==> src/dbg_defs.svh <==
// constants for the hart run-control debug block
`ifndef DBG_DEFS_SVH
`define DBG_DEFS_SVH

`define XLEN               32
`define CSR_ADDR_W         12
`define CSR_DCSR           12'h7B0
`define CSR_DPC            12'h7B1
`define CSR_DSCRATCH0      12'h7B2
`define CSR_DSCRATCH1      12'h7B3
`define CSR_TSELECT        12'h7A0
`define CSR_TRIG_FIRST     12'h7A1
`define CSR_TRIG_SECOND    12'h7A2
`define CSR_TINFO          12'h7A4

`define CAUSE_W            3
`define CAUSE_EBREAK       3'h1
`define CAUSE_TRIGGER      3'h2
`define CAUSE_HALTREQ      3'h3
`define DCSR_XDEBUGVER     4'h4
`define DCSR_PRV_M         2'h3
`define DCSR_BREAK_POS     15
`define DCSR_CAUSE_LSB     6
`define DCSR_XDEBUGVER_LSB 28
`define DCSR_PRV_LSB       0

`define TRIG_TYPE_MATCH    4'h2
`define TRIG_ACTION_DBG    4'h1
`define TRIG_EXEC_POS      2
`define TRIG_TYPE_LSB      28
`define TRIG_OWNER_POS     27
`define TRIG_ACTION_LSB    12
`define TRIG_MMODE_POS     6
`define TINFO_VALUE        32'h0000_0004

`define AXI_ADDR_W         4
`define REG_CTRL           4'h0
`define REG_STATUS         4'h4
`define REG_DPC            4'h8
`define REG_DCSR           4'hC
`define CTRL_HALT_POS      0
`define RESP_OKAY          2'h0
`define RESP_SLVERR        2'h2

`endif

==> src/dbg_pkg.sv <==
// types shared by the hart run-control debug block
package dbg_pkg;
  typedef enum logic [1:0] {
    ST_UNAVAIL = 2'b00,
    ST_RUNNING = 2'b01,
    ST_HALTED  = 2'b10
  } run_state_e;
endpackage

==> src/addr_match_trigger.sv <==
// single instruction-address-match trigger with its csr storage
`timescale 1ns/1ps
`include "dbg_defs.svh"
module addr_match_trigger (
  input  wire logic                   aclk,
  input  wire logic                   aresetn,
  input  wire logic                   wr_en,
  input  wire logic [`CSR_ADDR_W-1:0] wr_addr,
  input  wire logic [`XLEN-1:0]       wr_data,
  input  wire logic [`CSR_ADDR_W-1:0] rd_addr,
  output logic      [`XLEN-1:0]       rd_data,
  input  wire logic                   dec_valid,
  input  wire logic [`XLEN-1:0]       dec_pc,
  output logic                        match
);
  logic             exec_en;
  logic [`XLEN-1:0] match_addr;
  logic [`XLEN-1:0] trigger_data_first;

  always_ff @(posedge aclk) begin
    if (!aresetn) begin
      exec_en    <= 1'b0;
      match_addr <= '0;
    end else if (wr_en) begin
      if (wr_addr == `CSR_TRIG_FIRST) begin
        exec_en <= wr_data[`TRIG_EXEC_POS];
      end
      if (wr_addr == `CSR_TRIG_SECOND) begin
        match_addr <= wr_data;
      end
    end
  end

  always_comb begin
    trigger_data_first = '0;
    trigger_data_first[`TRIG_TYPE_LSB +: 4] = `TRIG_TYPE_MATCH;
    trigger_data_first[`TRIG_OWNER_POS] = 1'b1;
    trigger_data_first[`TRIG_ACTION_LSB +: 4] = `TRIG_ACTION_DBG;
    trigger_data_first[`TRIG_MMODE_POS] = 1'b1;
    trigger_data_first[`TRIG_EXEC_POS] = exec_en;
  end

  always_comb begin
    unique case (rd_addr)
      `CSR_TRIG_FIRST:  rd_data = trigger_data_first;
      `CSR_TRIG_SECOND: rd_data = match_addr;
      `CSR_TINFO:       rd_data = `TINFO_VALUE;
      default:          rd_data = '0;
    endcase
  end

  assign match = exec_en & dec_valid & (dec_pc == match_addr);
endmodule

==> src/axil_debug_regs.sv <==
// axi4-lite slave exposing debug control and state to software
`timescale 1ns/1ps
`include "dbg_defs.svh"
module axil_debug_regs (
  input  wire logic                   aclk,
  input  wire logic                   aresetn,
  input  wire logic [`AXI_ADDR_W-1:0] s_axi_awaddr,
  input  wire logic                   s_axi_awvalid,
  output logic                        s_axi_awready,
  input  wire logic [31:0]            s_axi_wdata,
  input  wire logic [3:0]             s_axi_wstrb,
  input  wire logic                   s_axi_wvalid,
  output logic                        s_axi_wready,
  output logic [1:0]                  s_axi_bresp,
  output logic                        s_axi_bvalid,
  input  wire logic                   s_axi_bready,
  input  wire logic [`AXI_ADDR_W-1:0] s_axi_araddr,
  input  wire logic                   s_axi_arvalid,
  output logic                        s_axi_arready,
  output logic [31:0]                 s_axi_rdata,
  output logic [1:0]                  s_axi_rresp,
  output logic                        s_axi_rvalid,
  input  wire logic                   s_axi_rready,
  input  wire logic [31:0]            status_word,
  input  wire logic [31:0]            dpc_word,
  input  wire logic [31:0]            dcsr_word,
  output logic                        soft_halt_pulse
);
  logic                   aw_got;
  logic                   w_got;
  logic [`AXI_ADDR_W-1:0] aw_addr;
  logic [31:0]            w_data;
  logic [3:0]             w_strb;
  logic                   do_write;

  assign s_axi_awready = !aw_got && !s_axi_bvalid;
  assign s_axi_wready  = !w_got && !s_axi_bvalid;
  assign s_axi_arready = !s_axi_rvalid;
  assign do_write      = aw_got && w_got && !s_axi_bvalid;

  always_ff @(posedge aclk) begin
    if (!aresetn) begin
      aw_got  <= 1'b0;
      w_got   <= 1'b0;
      aw_addr <= '0;
      w_data  <= '0;
      w_strb  <= '0;
    end else begin
      if (s_axi_awvalid && s_axi_awready) begin
        aw_got  <= 1'b1;
        aw_addr <= s_axi_awaddr;
      end else if (do_write) begin
        aw_got <= 1'b0;
      end
      if (s_axi_wvalid && s_axi_wready) begin
        w_got  <= 1'b1;
        w_data <= s_axi_wdata;
        w_strb <= s_axi_wstrb;
      end else if (do_write) begin
        w_got <= 1'b0;
      end
    end
  end

  // only ctrl is writable; other offsets answer with an error
  always_ff @(posedge aclk) begin
    if (!aresetn) begin
      s_axi_bvalid    <= 1'b0;
      s_axi_bresp     <= `RESP_OKAY;
      soft_halt_pulse <= 1'b0;
    end else begin
      soft_halt_pulse <= do_write && aw_addr == `REG_CTRL && w_strb[0] && w_data[`CTRL_HALT_POS];
      if (do_write) begin
        s_axi_bvalid <= 1'b1;
        s_axi_bresp  <= (aw_addr == `REG_CTRL) ? `RESP_OKAY : `RESP_SLVERR;
      end else if (s_axi_bready) begin
        s_axi_bvalid <= 1'b0;
      end
    end
  end

  always_ff @(posedge aclk) begin
    if (!aresetn) begin
      s_axi_rvalid <= 1'b0;
      s_axi_rdata  <= '0;
      s_axi_rresp  <= `RESP_OKAY;
    end else if (s_axi_arvalid && s_axi_arready) begin
      s_axi_rvalid <= 1'b1;
      s_axi_rresp  <= `RESP_OKAY;
      unique case (s_axi_araddr)
        `REG_CTRL:   s_axi_rdata <= '0;
        `REG_STATUS: s_axi_rdata <= status_word;
        `REG_DPC:    s_axi_rdata <= dpc_word;
        `REG_DCSR:   s_axi_rdata <= dcsr_word;
        default: begin
          s_axi_rdata <= '0;
          s_axi_rresp <= `RESP_SLVERR;
        end
      endcase
    end else if (s_axi_rready) begin
      s_axi_rvalid <= 1'b0;
    end
  end
endmodule

==> src/hart_debug_run_control.sv <==
// run-control debug logic: halt entry, debug csrs, status outputs
//
// Implementation choices: the register addresses and the AXI4-Lite register port.
`timescale 1ns/1ps
`include "dbg_defs.svh"
module hart_debug_run_control
  import dbg_pkg::*;
(
  input  wire logic                   aclk,
  input  wire logic                   aresetn,
  input  wire logic                   fetch_enable_in,
  input  wire logic                   debug_req,
  input  wire logic [`XLEN-1:0]       halt_entry_address_in,
  input  wire logic [`XLEN-1:0]       debug_exception_address_in,
  input  wire logic [`XLEN-1:0]       boot_address_in,
  input  wire logic                   dec_valid,
  input  wire logic [`XLEN-1:0]       dec_pc,
  input  wire logic                   dec_is_ebreak,
  input  wire logic                   dec_is_dret,
  input  wire logic                   dec_is_xret,
  input  wire logic                   dec_exception,
  input  wire logic                   dec_csr_access,
  input  wire logic                   dec_csr_write,
  input  wire logic [`CSR_ADDR_W-1:0] dec_csr_addr,
  input  wire logic [`XLEN-1:0]       dec_csr_wdata,
  output logic                        kill_decode,
  output logic                        pc_set,
  output logic      [`XLEN-1:0]       pc_target,
  output logic                        illegal_instr,
  output logic                        ebreak_exception,
  output logic      [`XLEN-1:0]       csr_rdata,
  output logic                        debug_mode,
  output logic                        debug_have_reset,
  output logic                        debug_running,
  output logic                        debug_halted,
  input  wire logic [`AXI_ADDR_W-1:0] s_axi_awaddr,
  input  wire logic                   s_axi_awvalid,
  output logic                        s_axi_awready,
  input  wire logic [31:0]            s_axi_wdata,
  input  wire logic [3:0]             s_axi_wstrb,
  input  wire logic                   s_axi_wvalid,
  output logic                        s_axi_wready,
  output logic [1:0]                  s_axi_bresp,
  output logic                        s_axi_bvalid,
  input  wire logic                   s_axi_bready,
  input  wire logic [`AXI_ADDR_W-1:0] s_axi_araddr,
  input  wire logic                   s_axi_arvalid,
  output logic                        s_axi_arready,
  output logic [31:0]                 s_axi_rdata,
  output logic [1:0]                  s_axi_rresp,
  output logic                        s_axi_rvalid,
  input  wire logic                   s_axi_rready
);
  run_state_e             state;
  logic                   fe_meta;
  logic                   fe_sync;
  logic                   req_seen;
  logic                   soft_pend;
  logic                   soft_halt_pulse;
  logic                   break_to_debug_bit;
  logic [`CAUSE_W-1:0]    dcause;
  logic [`XLEN-1:0]       dpc;
  logic [`XLEN-1:0]       dscratch0;
  logic [`XLEN-1:0]       dscratch1;
  logic [`XLEN-1:0]       dcsr_word;
  logic [`XLEN-1:0]       trig_rdata;
  logic                   trig_match;
  logic                   live;
  logic                   halt_ask;
  logic                   enter_trig;
  logic                   enter_ebrk;
  logic                   enter_halt;
  logic                   entry;
  logic                   first_halt;
  logic                   dbg_ebrk;
  logic                   dbg_exc;
  logic                   dbg_ret;
  logic                   is_dbg_csr;
  logic                   is_trig_csr;
  logic                   csr_we;
  logic [`CAUSE_W-1:0]    next_cause;

  // fetch enable is a pin: two flops before anything looks at it
  always_ff @(posedge aclk) begin
    if (!aresetn) begin
      fe_meta <= 1'b0;
      fe_sync <= 1'b0;
    end else begin
      fe_meta <= fetch_enable_in;
      fe_sync <= fe_meta;
    end
  end

  assign live     = (state == ST_RUNNING);
  // request taken as a same-clock level
  assign halt_ask = debug_req | soft_pend;

  assign enter_trig = live & trig_match;
  assign enter_ebrk = live & dec_valid & dec_is_ebreak & break_to_debug_bit;
  assign enter_halt = live & halt_ask;
  assign entry      = enter_trig | enter_ebrk | enter_halt;
  // pending request skips the running state
  assign first_halt = (state == ST_UNAVAIL) & fe_sync & (req_seen | halt_ask);

  assign dbg_ebrk = debug_mode & dec_valid & dec_is_ebreak;
  assign dbg_exc  = debug_mode & dec_valid & (dec_exception | dec_is_xret);
  assign dbg_ret  = debug_mode & dec_valid & dec_is_dret & !dbg_exc;

  assign kill_decode = entry;

  // trigger cause outranks ebreak, which outranks a halt request
  always_comb begin
    if (enter_trig) begin
      next_cause = `CAUSE_TRIGGER;
    end else if (enter_ebrk) begin
      next_cause = `CAUSE_EBREAK;
    end else begin
      next_cause = `CAUSE_HALTREQ;
    end
  end

  // addresses used as given, alignment is the integrator's duty
  always_comb begin
    pc_set    = 1'b1;
    pc_target = halt_entry_address_in;
    if (entry || first_halt) begin
      pc_target = halt_entry_address_in;
    end else if (dbg_ebrk) begin
      pc_target = halt_entry_address_in;
    end else if (dbg_exc) begin
      pc_target = debug_exception_address_in;
    end else if (dbg_ret) begin
      pc_target = dpc;
    end else begin
      pc_set = 1'b0;
    end
  end

  assign is_dbg_csr  = dec_csr_addr >= `CSR_DCSR && dec_csr_addr <= `CSR_DSCRATCH1;
  assign is_trig_csr = dec_csr_addr >= `CSR_TSELECT && dec_csr_addr <= `CSR_TINFO;
  // trigger writes only take effect in debug mode
  assign csr_we = debug_mode & dec_valid & dec_csr_write & !dbg_exc;

  // debug csr access or dret in the running state; nothing else flagged here
  assign illegal_instr = live & !entry & dec_valid & ((dec_csr_access & is_dbg_csr) | dec_is_dret);
  // ebreak with bit clear goes the ordinary way
  assign ebreak_exception = live & !entry & dec_valid & dec_is_ebreak & !break_to_debug_bit;

  // status held during reset; one-hot kept by gating with reset
  assign debug_have_reset = !aresetn | (state == ST_UNAVAIL);
  // status decoded from the run state
  assign debug_running    = aresetn & (state == ST_RUNNING);
  assign debug_halted     = aresetn & (state == ST_HALTED);

  // unavailable until synced fetch enable; halt taken at once
  always_ff @(posedge aclk) begin
    if (!aresetn) begin
      state      <= ST_UNAVAIL;
      debug_mode <= 1'b0;
    end else begin
      unique case (state)
        ST_UNAVAIL: begin
          if (first_halt) begin
            state      <= ST_HALTED;
            debug_mode <= 1'b1;
          end else if (fe_sync) begin
            state <= ST_RUNNING;
          end
        end
        ST_RUNNING: begin
          if (entry) begin
            state      <= ST_HALTED;
            debug_mode <= 1'b1;
          end
        end
        ST_HALTED: begin
          if (dbg_ret) begin
            state      <= ST_RUNNING;
            debug_mode <= 1'b0;
          end
        end
        default: begin
          state      <= ST_UNAVAIL;
          debug_mode <= 1'b0;
        end
      endcase
    end
  end

  // requests seen while unavailable; for soft_pend set wins over clear
  always_ff @(posedge aclk) begin
    if (!aresetn) begin
      req_seen  <= 1'b0;
      soft_pend <= 1'b0;
    end else begin
      req_seen  <= (state == ST_UNAVAIL) & (req_seen | debug_req);
      soft_pend <= soft_halt_pulse | (soft_pend & !(entry | first_halt | debug_mode));
    end
  end

  // save pc and cause on entry, boot address on first halt; dpc also writable in debug mode
  always_ff @(posedge aclk) begin
    if (!aresetn) begin
      dpc    <= '0;
      dcause <= '0;
    end else if (entry) begin
      dpc    <= dec_pc;
      dcause <= next_cause;
    end else if (first_halt) begin
      dpc    <= boot_address_in;
      dcause <= `CAUSE_HALTREQ;
    end else if (csr_we && dec_csr_addr == `CSR_DPC) begin
      dpc <= dec_csr_wdata;
    end
  end

  always_ff @(posedge aclk) begin
    if (!aresetn) begin
      break_to_debug_bit <= 1'b0;
      dscratch0          <= '0;
      dscratch1          <= '0;
    end else if (csr_we) begin
      unique case (dec_csr_addr)
        `CSR_DCSR:      break_to_debug_bit <= dec_csr_wdata[`DCSR_BREAK_POS];
        `CSR_DSCRATCH0: dscratch0 <= dec_csr_wdata;
        `CSR_DSCRATCH1: dscratch1 <= dec_csr_wdata;
        default:        ;
      endcase
    end
  end

  always_comb begin
    dcsr_word = '0;
    dcsr_word[`DCSR_XDEBUGVER_LSB +: 4] = `DCSR_XDEBUGVER;
    dcsr_word[`DCSR_BREAK_POS] = break_to_debug_bit;
    dcsr_word[`DCSR_CAUSE_LSB +: `CAUSE_W] = dcause;
    dcsr_word[`DCSR_PRV_LSB +: 2] = `DCSR_PRV_M;
  end

  // debug code moves registers through these csr reads
  always_ff @(posedge aclk) begin
    if (!aresetn) begin
      csr_rdata <= '0;
    end else if (dec_valid && dec_csr_access && (debug_mode || !is_dbg_csr)) begin
      unique case (dec_csr_addr)
        `CSR_DCSR:      csr_rdata <= dcsr_word;
        `CSR_DPC:       csr_rdata <= dpc;
        `CSR_DSCRATCH0: csr_rdata <= dscratch0;
        `CSR_DSCRATCH1: csr_rdata <= dscratch1;
        default:        csr_rdata <= is_trig_csr ? trig_rdata : '0;
      endcase
    end
  end

  addr_match_trigger u_trigger (
    .aclk      (aclk),
    .aresetn   (aresetn),
    .wr_en     (csr_we & is_trig_csr),
    .wr_addr   (dec_csr_addr),
    .wr_data   (dec_csr_wdata),
    .rd_addr   (dec_csr_addr),
    .rd_data   (trig_rdata),
    .dec_valid (dec_valid),
    .dec_pc    (dec_pc),
    .match     (trig_match)
  );

  axil_debug_regs u_regs (
    .aclk            (aclk),
    .aresetn         (aresetn),
    .s_axi_awaddr    (s_axi_awaddr),
    .s_axi_awvalid   (s_axi_awvalid),
    .s_axi_awready   (s_axi_awready),
    .s_axi_wdata     (s_axi_wdata),
    .s_axi_wstrb     (s_axi_wstrb),
    .s_axi_wvalid    (s_axi_wvalid),
    .s_axi_wready    (s_axi_wready),
    .s_axi_bresp     (s_axi_bresp),
    .s_axi_bvalid    (s_axi_bvalid),
    .s_axi_bready    (s_axi_bready),
    .s_axi_araddr    (s_axi_araddr),
    .s_axi_arvalid   (s_axi_arvalid),
    .s_axi_arready   (s_axi_arready),
    .s_axi_rdata     (s_axi_rdata),
    .s_axi_rresp     (s_axi_rresp),
    .s_axi_rvalid    (s_axi_rvalid),
    .s_axi_rready    (s_axi_rready),
    .status_word     ({27'h0, break_to_debug_bit, soft_pend, debug_mode, state}),
    .dpc_word        (dpc),
    .dcsr_word       (dcsr_word),
    .soft_halt_pulse (soft_halt_pulse)
  );
endmodule

==> config.mk <==
export PLATFORM = sky130hd
export DESIGN_NAME = hart_debug_run_control
export DESIGN_NICKNAME = d
export VERILOG_FILES = /design/src/dbg_pkg.sv /design/src/addr_match_trigger.sv /design/src/axil_debug_regs.sv /design/src/hart_debug_run_control.sv
export VERILOG_INCLUDE_DIRS = /design/src
export SDC_FILE = /design/constraint.sdc
export NUM_CORES = 1
export LEC_CHECK = 0
export BUFFER_PORTS_ARGS = -buffer_cell sky130_fd_sc_hd__buf_2
export CORE_MARGIN = 2
export CORE_UTILIZATION = 57
export CTS_CLUSTER_DIAMETER = 150
export DETAILED_ROUTE_END_ITERATION = 12
export PLACE_DENSITY = 0.86
export SLEW_MARGIN = 20
export SYNTH_ARGS = -nofsm -noshare
export SYNTH_HDL_FRONTEND = slang
export SYNTH_HIERARCHICAL = 1
export SYNTH_SLANG_ARGS = --single-unit
==> constraint.sdc <==
create_clock -name aclk -period 5.75 [get_ports aclk]
set_input_delay 1.15 -clock aclk [delete_from_list [all_inputs] [get_ports aclk]]
set_output_delay 1.15 -clock aclk [all_outputs]
set_load 0.03 [all_outputs]
### Word level (Yosys, flattened, before mapping)

Index checks and enable logic that the tools add are counted.
W data, S select, Z words.

* magnitude comparators: 4
* eq/ne operators: 17
* muxes and demuxes: 37
* bitwise logic cells: 38
* reduce and logical (&&, ||, !) cells: 44

Operators with widths (number)
* $mux W32: 8
* $pmux W32 S3: 2
* $pmux W32 S4: 1
* $eq A12 B11 Y1 const B: 7
* $eq A32 B32 Y1: 1
* $and A1 B1 Y1: 27
* $ge A12 B11 Y1 const B: 2
* $le A12 B11 Y1 const B: 2
* $mux W2: 8
* $logic_and A1 B1 Y1: 15
* $mux W1: 14
* $or A1 B1 Y1: 11
* $logic_not A1 Y1: 10
* $reduce_and A2 Y1: 5
* $reduce_bool A2 Y1: 5
* $eq A4 B4 Y1 const B: 2
* $logic_not A4 Y1: 2
* $mux W3: 2
* $pmux W2 S3: 1
* $reduce_and A3 Y1: 2
* $eq A4 B3 Y1 const B: 1
* $ne A2 B2 Y1 const B: 2
* $reduce_or A4 Y1: 1
* $ne A3 B3 Y1 const B: 1
* 7 further kinds: 8

* register bits: 219
* bits of input ports: 232
* output and inout bits: 113
* logic and storage cells: 165

### Logic depth before layout (Yosys ltp)

Gate-level depths: netlist of run 1.

* word-level depth: 11
* depth in mapped cells: 12
* gate-level depth less buffers: 9

### Cells and area by module

Netlist of run 1, hierarchy kept.

By module, submodules not included
* hart_debug_run_control: times used 1, cells an instance 901, area an instance 7709.9 um2, sequential area each 2762.6 um2
* axil_debug_regs: times used 1, cells an instance 198, area an instance 2401.1 um2, sequential area each 900.9 um2
* addr_match_trigger: times used 1, cells an instance 244, area an instance 1953.1 um2, sequential area each 660.6 um2

### Worst setup path before layout of run 1

No wires, ideal clock.

* kind: input port to output port
* start: in dec_pc[31]
* end: out illegal_instr
* data arrival time: 3.491 ns
* required time: 4.600 ns
* slack: 1.109 ns
* stages on the path: 10
* path buffers: 2
* cells stage by stage: xor2_1 -> nor4_1 -> nand4_1 -> nor3_1 -> or3_4 -> a22oi_4 -> clkbuf_8 -> clkinv_1 -> clkbuf_1 -> nor3_1

* longest elaborated chain between the ends: 9

Ends and longest elaborated chain
* from (decl): RTL line hart_debug_run_control.sv:17 `` input wire logic [`XLEN-1:0] dec_pc, ``
* $eq A32 B32 Y1: RTL line addr_match_trigger.sv:52 `assign match = exec_en & dec_valid & (dec_pc == match_addr);`
* $and A1 B1 Y1: RTL line addr_match_trigger.sv:52
* named net trig_match: RTL line hart_debug_run_control.sv:67 `logic trig_match;`
* $and A1 B1 Y1: RTL line hart_debug_run_control.sv:98 `assign enter_trig = live & trig_match;`
* $or A1 B1 Y1 (2 in a row): RTL line hart_debug_run_control.sv:101 `assign entry = enter_trig | enter_ebrk | enter_halt;`
* named net kill_decode: RTL line hart_debug_run_control.sv:26 `output logic kill_decode,`
* $logic_not A1 Y1: RTL line hart_debug_run_control.sv:145 `assign illegal_instr = live & !entry & dec_valid & ((dec_csr_access & is_dbg_csr) | dec_is_dret);`
* $and A1 B1 Y1 (3 in a row): RTL line hart_debug_run_control.sv:145
* to (decl): RTL line hart_debug_run_control.sv:29 `output logic illegal_instr,`

The timed path passes the listed nets, and every way through them passes these cells.

### Worst setup path after layout of run 1

* start: in dec_pc[26]
* end: out illegal_instr

* longest elaborated chain between the ends: 9

Ends and longest elaborated chain (RTL line)
* $eq A32 B32 Y1: addr_match_trigger.sv:52
* $and A1 B1 Y1: addr_match_trigger.sv:52
* named net trig_match: hart_debug_run_control.sv:67
* $and A1 B1 Y1: hart_debug_run_control.sv:98
* $or A1 B1 Y1 (2 in a row): hart_debug_run_control.sv:101
* $logic_not A1 Y1: hart_debug_run_control.sv:145
* $and A1 B1 Y1 (3 in a row): hart_debug_run_control.sv:145

The timed path passes the listed nets, and every way through them passes these cells.

==> results of run 1 <==
==> cell type report <==
| cell class | instances | area (µm²) |
|---|---|---|
| clock buffer | 35 | 701.9 |
| fill | 1643 | 6302 |
| tap | 275 | 344.1 |
| timing repair buffer | 334 | 1768 |
| inverter | 6 | 22.52 |
| sequential | 216 | 4324 |
| antenna | 4 | 10.01 |
| clock inverter | 9 | 136.4 |
| multi-input combinational | 1053 | 7279 |
==> power groups by stage <==
| stage | clock network, W | registers [W] | logic, W |
|---|---|---|---|
| floorplan | 0 | 0.00161 | 0.000309 |
| global placement | 0 | 0.00160 | 0.000512 |
| detailed placement | 0 | 0.00160 | 0.000522 |
| CTS | 0.00162 | 0.00157 | 0.000525 |
| global route | 0.00169 | 0.00158 | 0.000568 |
| finish | 0.00161 | 0.00157 | 0.000537 |
==> registers in the layout, summed over array words and instances (netlist names), 2 cells and up <==
name,count
state,2
dpc,32
dscratch0,32
dscratch1,32
dcause,2
csr_rdata,32
u_regs/aw_addr,4
u_regs/s_axi_rdata,32
u_trigger/match_addr,32
==> cell usage in the layout (no fill, tap or decap), drive strengths merged, types with 4 or more instances in the layout <==
cell     Yosys  layout
buf         46     334
and2        62      62
nor3         9       9
a222oi       9       9
inv          5       5
a21oi        9       9
nor3b        8       8
nand2      252     252
nand2b      10      10
mux2        27      27
dfxtp      216     216
o32ai       32      32
o21ai       32      32
xor2        16      16
a22oi       82      82
mux2i       15      15
a21boi     101     101
or4          5       5
nand3       10      10
clkbuf      76      35
o21a         4       4
clkinv       1       5
xnor2       16      16
o211a        6       6
diode        0       4
nand4        8       8
a211oi      33      33
nor2b       20      20
nor4         9       9
conb         3      58
a221oi      25      25
nor2        71      71
or3b         4       4
o2bb2ai     90      90
==> worst max-delay path, cell delays in order <==
cell and delay, ns:
buf_2 0.11, xor2_1 0.44, nor4_1 0.21, nand4_1 0.15, nor3_1 0.10, or3_4 0.41
a22oi_4 0.21, buf_4 0.46, clkinv_1 0.23, nor3_1 0.38, buf_2 0.27
==> worst min-delay path by stage <==
stage | start | end | slack [ns] | cells past startpoint
2_1_floorplan | fe_meta$_SDFF_PN0_ | fe_sync$_SDFF_PN0_ | 0.41 | 1
3_3_place_gp | fe_meta$_SDFF_PN0_ | fe_sync$_SDFF_PN0_ | 0.42 | 1
3_5_place_dp | fe_meta$_SDFF_PN0_ | fe_sync$_SDFF_PN0_ | 0.43 | 1
4_1_cts | fe_meta$_SDFF_PN0_ | fe_sync$_SDFF_PN0_ | 0.45 | 1
5_1_grt | u_regs/soft_halt_pulse$_SDFF_PN0_ | soft_pend$_SDFF_PN0_ | 0.46 | 1
6_report | fe_meta$_SDFF_PN0_ | fe_sync$_SDFF_PN0_ | 0.44 | 1
==> routing by layer <==
layer,up-vias,wire length (µm)
li1,5445,-
met1,5646,15750
met2,766,19050
met3,134,4492
met4,0,2396
met5,-,0
==> metrics by stage <==
step                std cells  total power (W)
floorplan                1398         0.001921
global placement         1883         0.002116
detailed placement       1883         0.002127
CTS                      1927         0.003719
global route             1928         0.003835
finish                   1932         0.003720
==> Yosys cell counts (all sizes together), types with 16 or more instances <==
| library cell | instances | area (µm²) |
|---|---|---|
| a211oi | 33 | 247.7 |
| a21boi | 101 | 758.2 |
| a221oi | 25 | 219.0 |
| a22oi | 82 | 724.4 |
| and2 | 62 | 387.9 |
| buf | 46 | 345.3 |
| clkbuf | 76 | 366.6 |
| dfxtp | 216 | 4324 |
| mux2 | 27 | 304.0 |
| nand2 | 252 | 955.9 |
| nor2 | 71 | 266.5 |
| nor2b | 20 | 130.1 |
| o21ai | 32 | 160.2 |
| o2bb2ai | 90 | 1101 |
| o32ai | 32 | 280.3 |
| xnor2 | 16 | 140.1 |
| xor2 | 16 | 140.1 |
==> kinds of logic after synthesis <==
kind of cell,after synthesis,synth area share
flops,216,0.3584
other cells,3,0.0009333
compound gates,438,0.3228
xor+xnor,32,0.02323
mux,42,0.03765
simple gates,483,0.1951
buf+inv,129,0.06192
==> impl_metrics.ini, run 1 <==
[pwr]
ir_drop_mv = 0.2155
power.switching_w = 0.001006
p_int_w = 0.002714
pwr-share-clk = 0.433
power_leakage_nw = 5.631
seq_power_share = 0.423
powerDensity_nw_per_um2 = 255.0
swShare = 0.2704
combinationalPowerShare = 0.144

[clocking]
clkLatencyLatePin_ns = 0.54
clkTransAtPathRegs_ns = 0.06
cts_tree = built
cts_buffers = 24
post_cts_buffers = 0
cts_root_buffer = clkbuf_16
cts_sinks = 216
cts-resized-gates = 0
htree_levels = 1
cts_buffer_depth = 3
hold_buffers = 0

[sta]
fmax_mhz = 188.9
fin_setup_tns_ns = 0
rsz0062_at_grt = false
whs_ns = 0.4387
maxSlewViolCount = 0
layout_min_cycle_time_ns = 5.294
slew_headroom = 0.3000
tightest_slew_ns = 1.049
post-route-period-util = 0.9206
timing.final.ws_setup_ns = 0.4563
fin_skew_ns = 0.02914
hold_viol = 0
setup-violations-final = 0

[drt]
firstDrtPassIters = 7
postRouteWirelength_um = 41690
vias = 11990
viasPerCell = 6.207
wl_per_cell_um = 21.58
drc_errors = 0
drtAntennaViolNets = 0
drt_iter0_drc = 1287

[place]
preCtsSetupSlack_ns = 0.6589
placed_cell_area_um2 = 13730
io_buffers = 308
hpwl_um = 29140
place_congestion = 0.9227

[cells_and_area]
drive_gt1_frac = 0.3043
final_nets = 1867
syn2layout_area_growth_pct = 20.91
stdcell_area_um2 = 14590
final_util = 0.6983

[global_routing]
grtUsageMet1 = 0.4614
grtUsageMet3 = 0.05396
overflow = 0
grt_first_pass_wirelength_um = 62740
met2_usage = 0.5865
grt_pass1_vias = 11390
grt_max_degree = 144
grt_antenna_before_repair = 1
grt_busiest_layer = met2
grt_usage = 0.3611

[yosys]
avgSynthCellArea_um2 = 8.983
ys_seq_area_frac = 0.3584
ys_types = 73
synth_area_um2 = 12060
ys_ff_latch = 216
yosysWarnings = 6
synthArstFlopShare = 0
synth_edf_count = 0
synthCells = 1343
synthFlopType = dfxtp_1

[worst_setup_path]
timing.rr.end = dpc[30]$_SDFFE_PN0P_
worst-r2r-cell-count = 11
endpoint_kind = output port
crit_path_max_fanout = 35
cp_data_required_time_ns = 4.60
r2r_start = u_trigger/match_addr[26]$_SDFFE_PN0P_
critPathLaunch = dec_pc[26]
endpoint = illegal_instr
arrival_ns = 4.14
start_kind = primary input
rrSetupSlack_ns = 2.28
crit_type = primary input to output port

[floorplan]
die_y_um = 149.5
start_util = 0.5775
die_x_um = 149.5
fp.coreArea_um2 = 20890
io_pins = 345
die-area_um2 = 22340
row_count = 53

[hold_path]
hold_class = flip-flop to flip-flop

[status]
status = finished, final reports clean

[flow_run]
cap_violations = 0
(Power assumes the default switching activity.)
==> run 2, diff against run 1 <==
CORE_UTILIZATION = 53   (was 57)
PLACE_DENSITY = 0.81   (was 0.86)
clock period = 6.07 ns   (was 5.75 ns; I/O delays follow)
==> impl_metrics.ini, run 2 (synthesis results as in run 1) <==
[global_routing]
grt_first_pass_wirelength_um = 63850
grt_pass1_vias = 11310
grt_usage = 0.3397
grt_antenna_before_repair = 5
overflow = 0
grt_max_degree = 83

[sta]
fin_setup_tns_ns = 0
rsz0062_at_grt = false
hold_viol = 0
post-route-period-util = 0.9262
maxSlewViolCount = 0
slew_headroom = 0.2978
tightest_slew_ns = 1.050
fmax_mhz = 177.9
fin_skew_ns = 0.02260
setup-violations-final = 0
timing.final.ws_setup_ns = 0.4480
layout_min_cycle_time_ns = 5.622

[worst_setup_path]
path_cells = buf_2 -> xor2_1 -> nor4_1 -> nand4_1 -> nor3_1 -> or3_4 -> a22oi_4 -> buf_4 -> clkinv_1 -> buf_4 -> nor3_1 -> buf_2
endpoint_kind = output port
cp_num_buf_inv = 5
cpMaxStageDelayCell = buf_4
max_stage_delay_ns = 0.45
cp_data_required_time_ns = 4.86
arrival_ns = 4.41
start_kind = primary input
crit_type = primary input to output port
crit_path_max_fanout = 35
critPathTopFamily = simple AND/OR/NAND/NOR gates

[clocking]
cts_root_buffer = clkbuf_16
clkTransAtPathRegs_ns = 0.06
cts_buffer_depth = 3
post_cts_buffers = 0
clkLatencyLatePin_ns = 0.52
cts_sinks = 216
cts-resized-gates = 0
cts_buffers = 25
hold_buffers = 0
htree_levels = 1
cts_tree = built

[floorplan]
die-area_um2 = 23980
row_count = 55
die_x_um = 154.9
fp.coreArea_um2 = 22500
die_y_um = 154.9
start_util = 0.5361
io_pins = 345

[drt]
drtAntennaViolNets = 0
postRouteWirelength_um = 42400
vias = 12000
drc_errors = 0
drt_iter0_drc = 1287
firstDrtPassIters = 6
wl_per_cell_um = 21.84
viasPerCell = 6.184

[flow_run]
cap_violations = 0

[pwr]
finalPower_w = 0.003459
ir_drop_mv = 0.1596
powerDensity_nw_per_um2 = 238.2
power_leakage_nw = 5.596

[place]
preCtsSetupSlack_ns = 0.6734
place_congestion = 0.9375
placed_cell_area_um2 = 13710
io_buffers = 308
hpwl_um = 29640

[cells_and_area]
layout_common_cells = buf_2 (307), nand2_1 (249), dfxtp_1 (216)
multi_input_area_um2 = 7274
final_nets = 1868
final_util = 0.6451
stdcell_area_um2 = 14520
drive_gt1_frac = 0.3045
syn2layout_area_growth_pct = 20.34
final_common_cell = buf_2
seqCellArea_um2 = 4324
fillers = 1881

[status]
status = finished, final reports clean

[hold_path]
hold_class = flip-flop to flip-flop
-- run 2: metal layers --
metal	vias to the layer above	share of wire	global-route usage
met3	124	0.090	0.04791
met5	-	0.00028	0
li1	5439	-	-
met1	5765	0.40	0.4462
met4	2	0.049	0.1618
met2	673	0.46	0.5532
-- run 2: path summary, 6_finish.rpt --
kind | start | slack, ns | cells after the start | end
worst max-delay path | dec_pc[26] | 0.45 | 12 | illegal_instr
worst min-delay path | fe_meta$_SDFF_PN0_ | 0.44 | 1 | fe_sync$_SDFF_PN0_
worst max register to register | u_trigger/match_addr[26]$_SDFFE_PN0P_ | 2.31 | 10 | dpc[3]$_SDFFE_PN0P_
worst min register to register | fe_meta$_SDFF_PN0_ | 0.44 | 1 | fe_sync$_SDFF_PN0_
-- run 2: power by group --
group | internal, W | leakage (nW) | switching, W | total [W]
combinational | 0.000189 | 3.46 | 0.000319 | 0.000508
sequential | 0.00145 | 1.75 | 0.0000422 | 0.00149
clock | 0.000859 | 0.390 | 0.000600 | 0.00146
total | 0.00250 | 5.60 | 0.000961 | 0.00346
-- run 2: layout make-up --
class,count,area share
Inverter,6,0.001551
Antenna cell,4,0.0006895
Multi-Input combinational cell,1053,0.5011
Clock inverter,8,0.005085
Clock buffer,35,0.04913
Tap cell,285,0.02456
Sequential cell,216,0.2979
Timing Repair Buffer,334,0.1201
-- run 2: through the flow --
stage	hold WS, ns	instances
2_1_floorplan	0.4119	1398
3_3_place_gp	0.4212	1893
3_5_place_dp	0.4270	1893
4_1_cts	0.4414	1936
5_1_grt	0.4474	1941
6_report	0.4388	1941
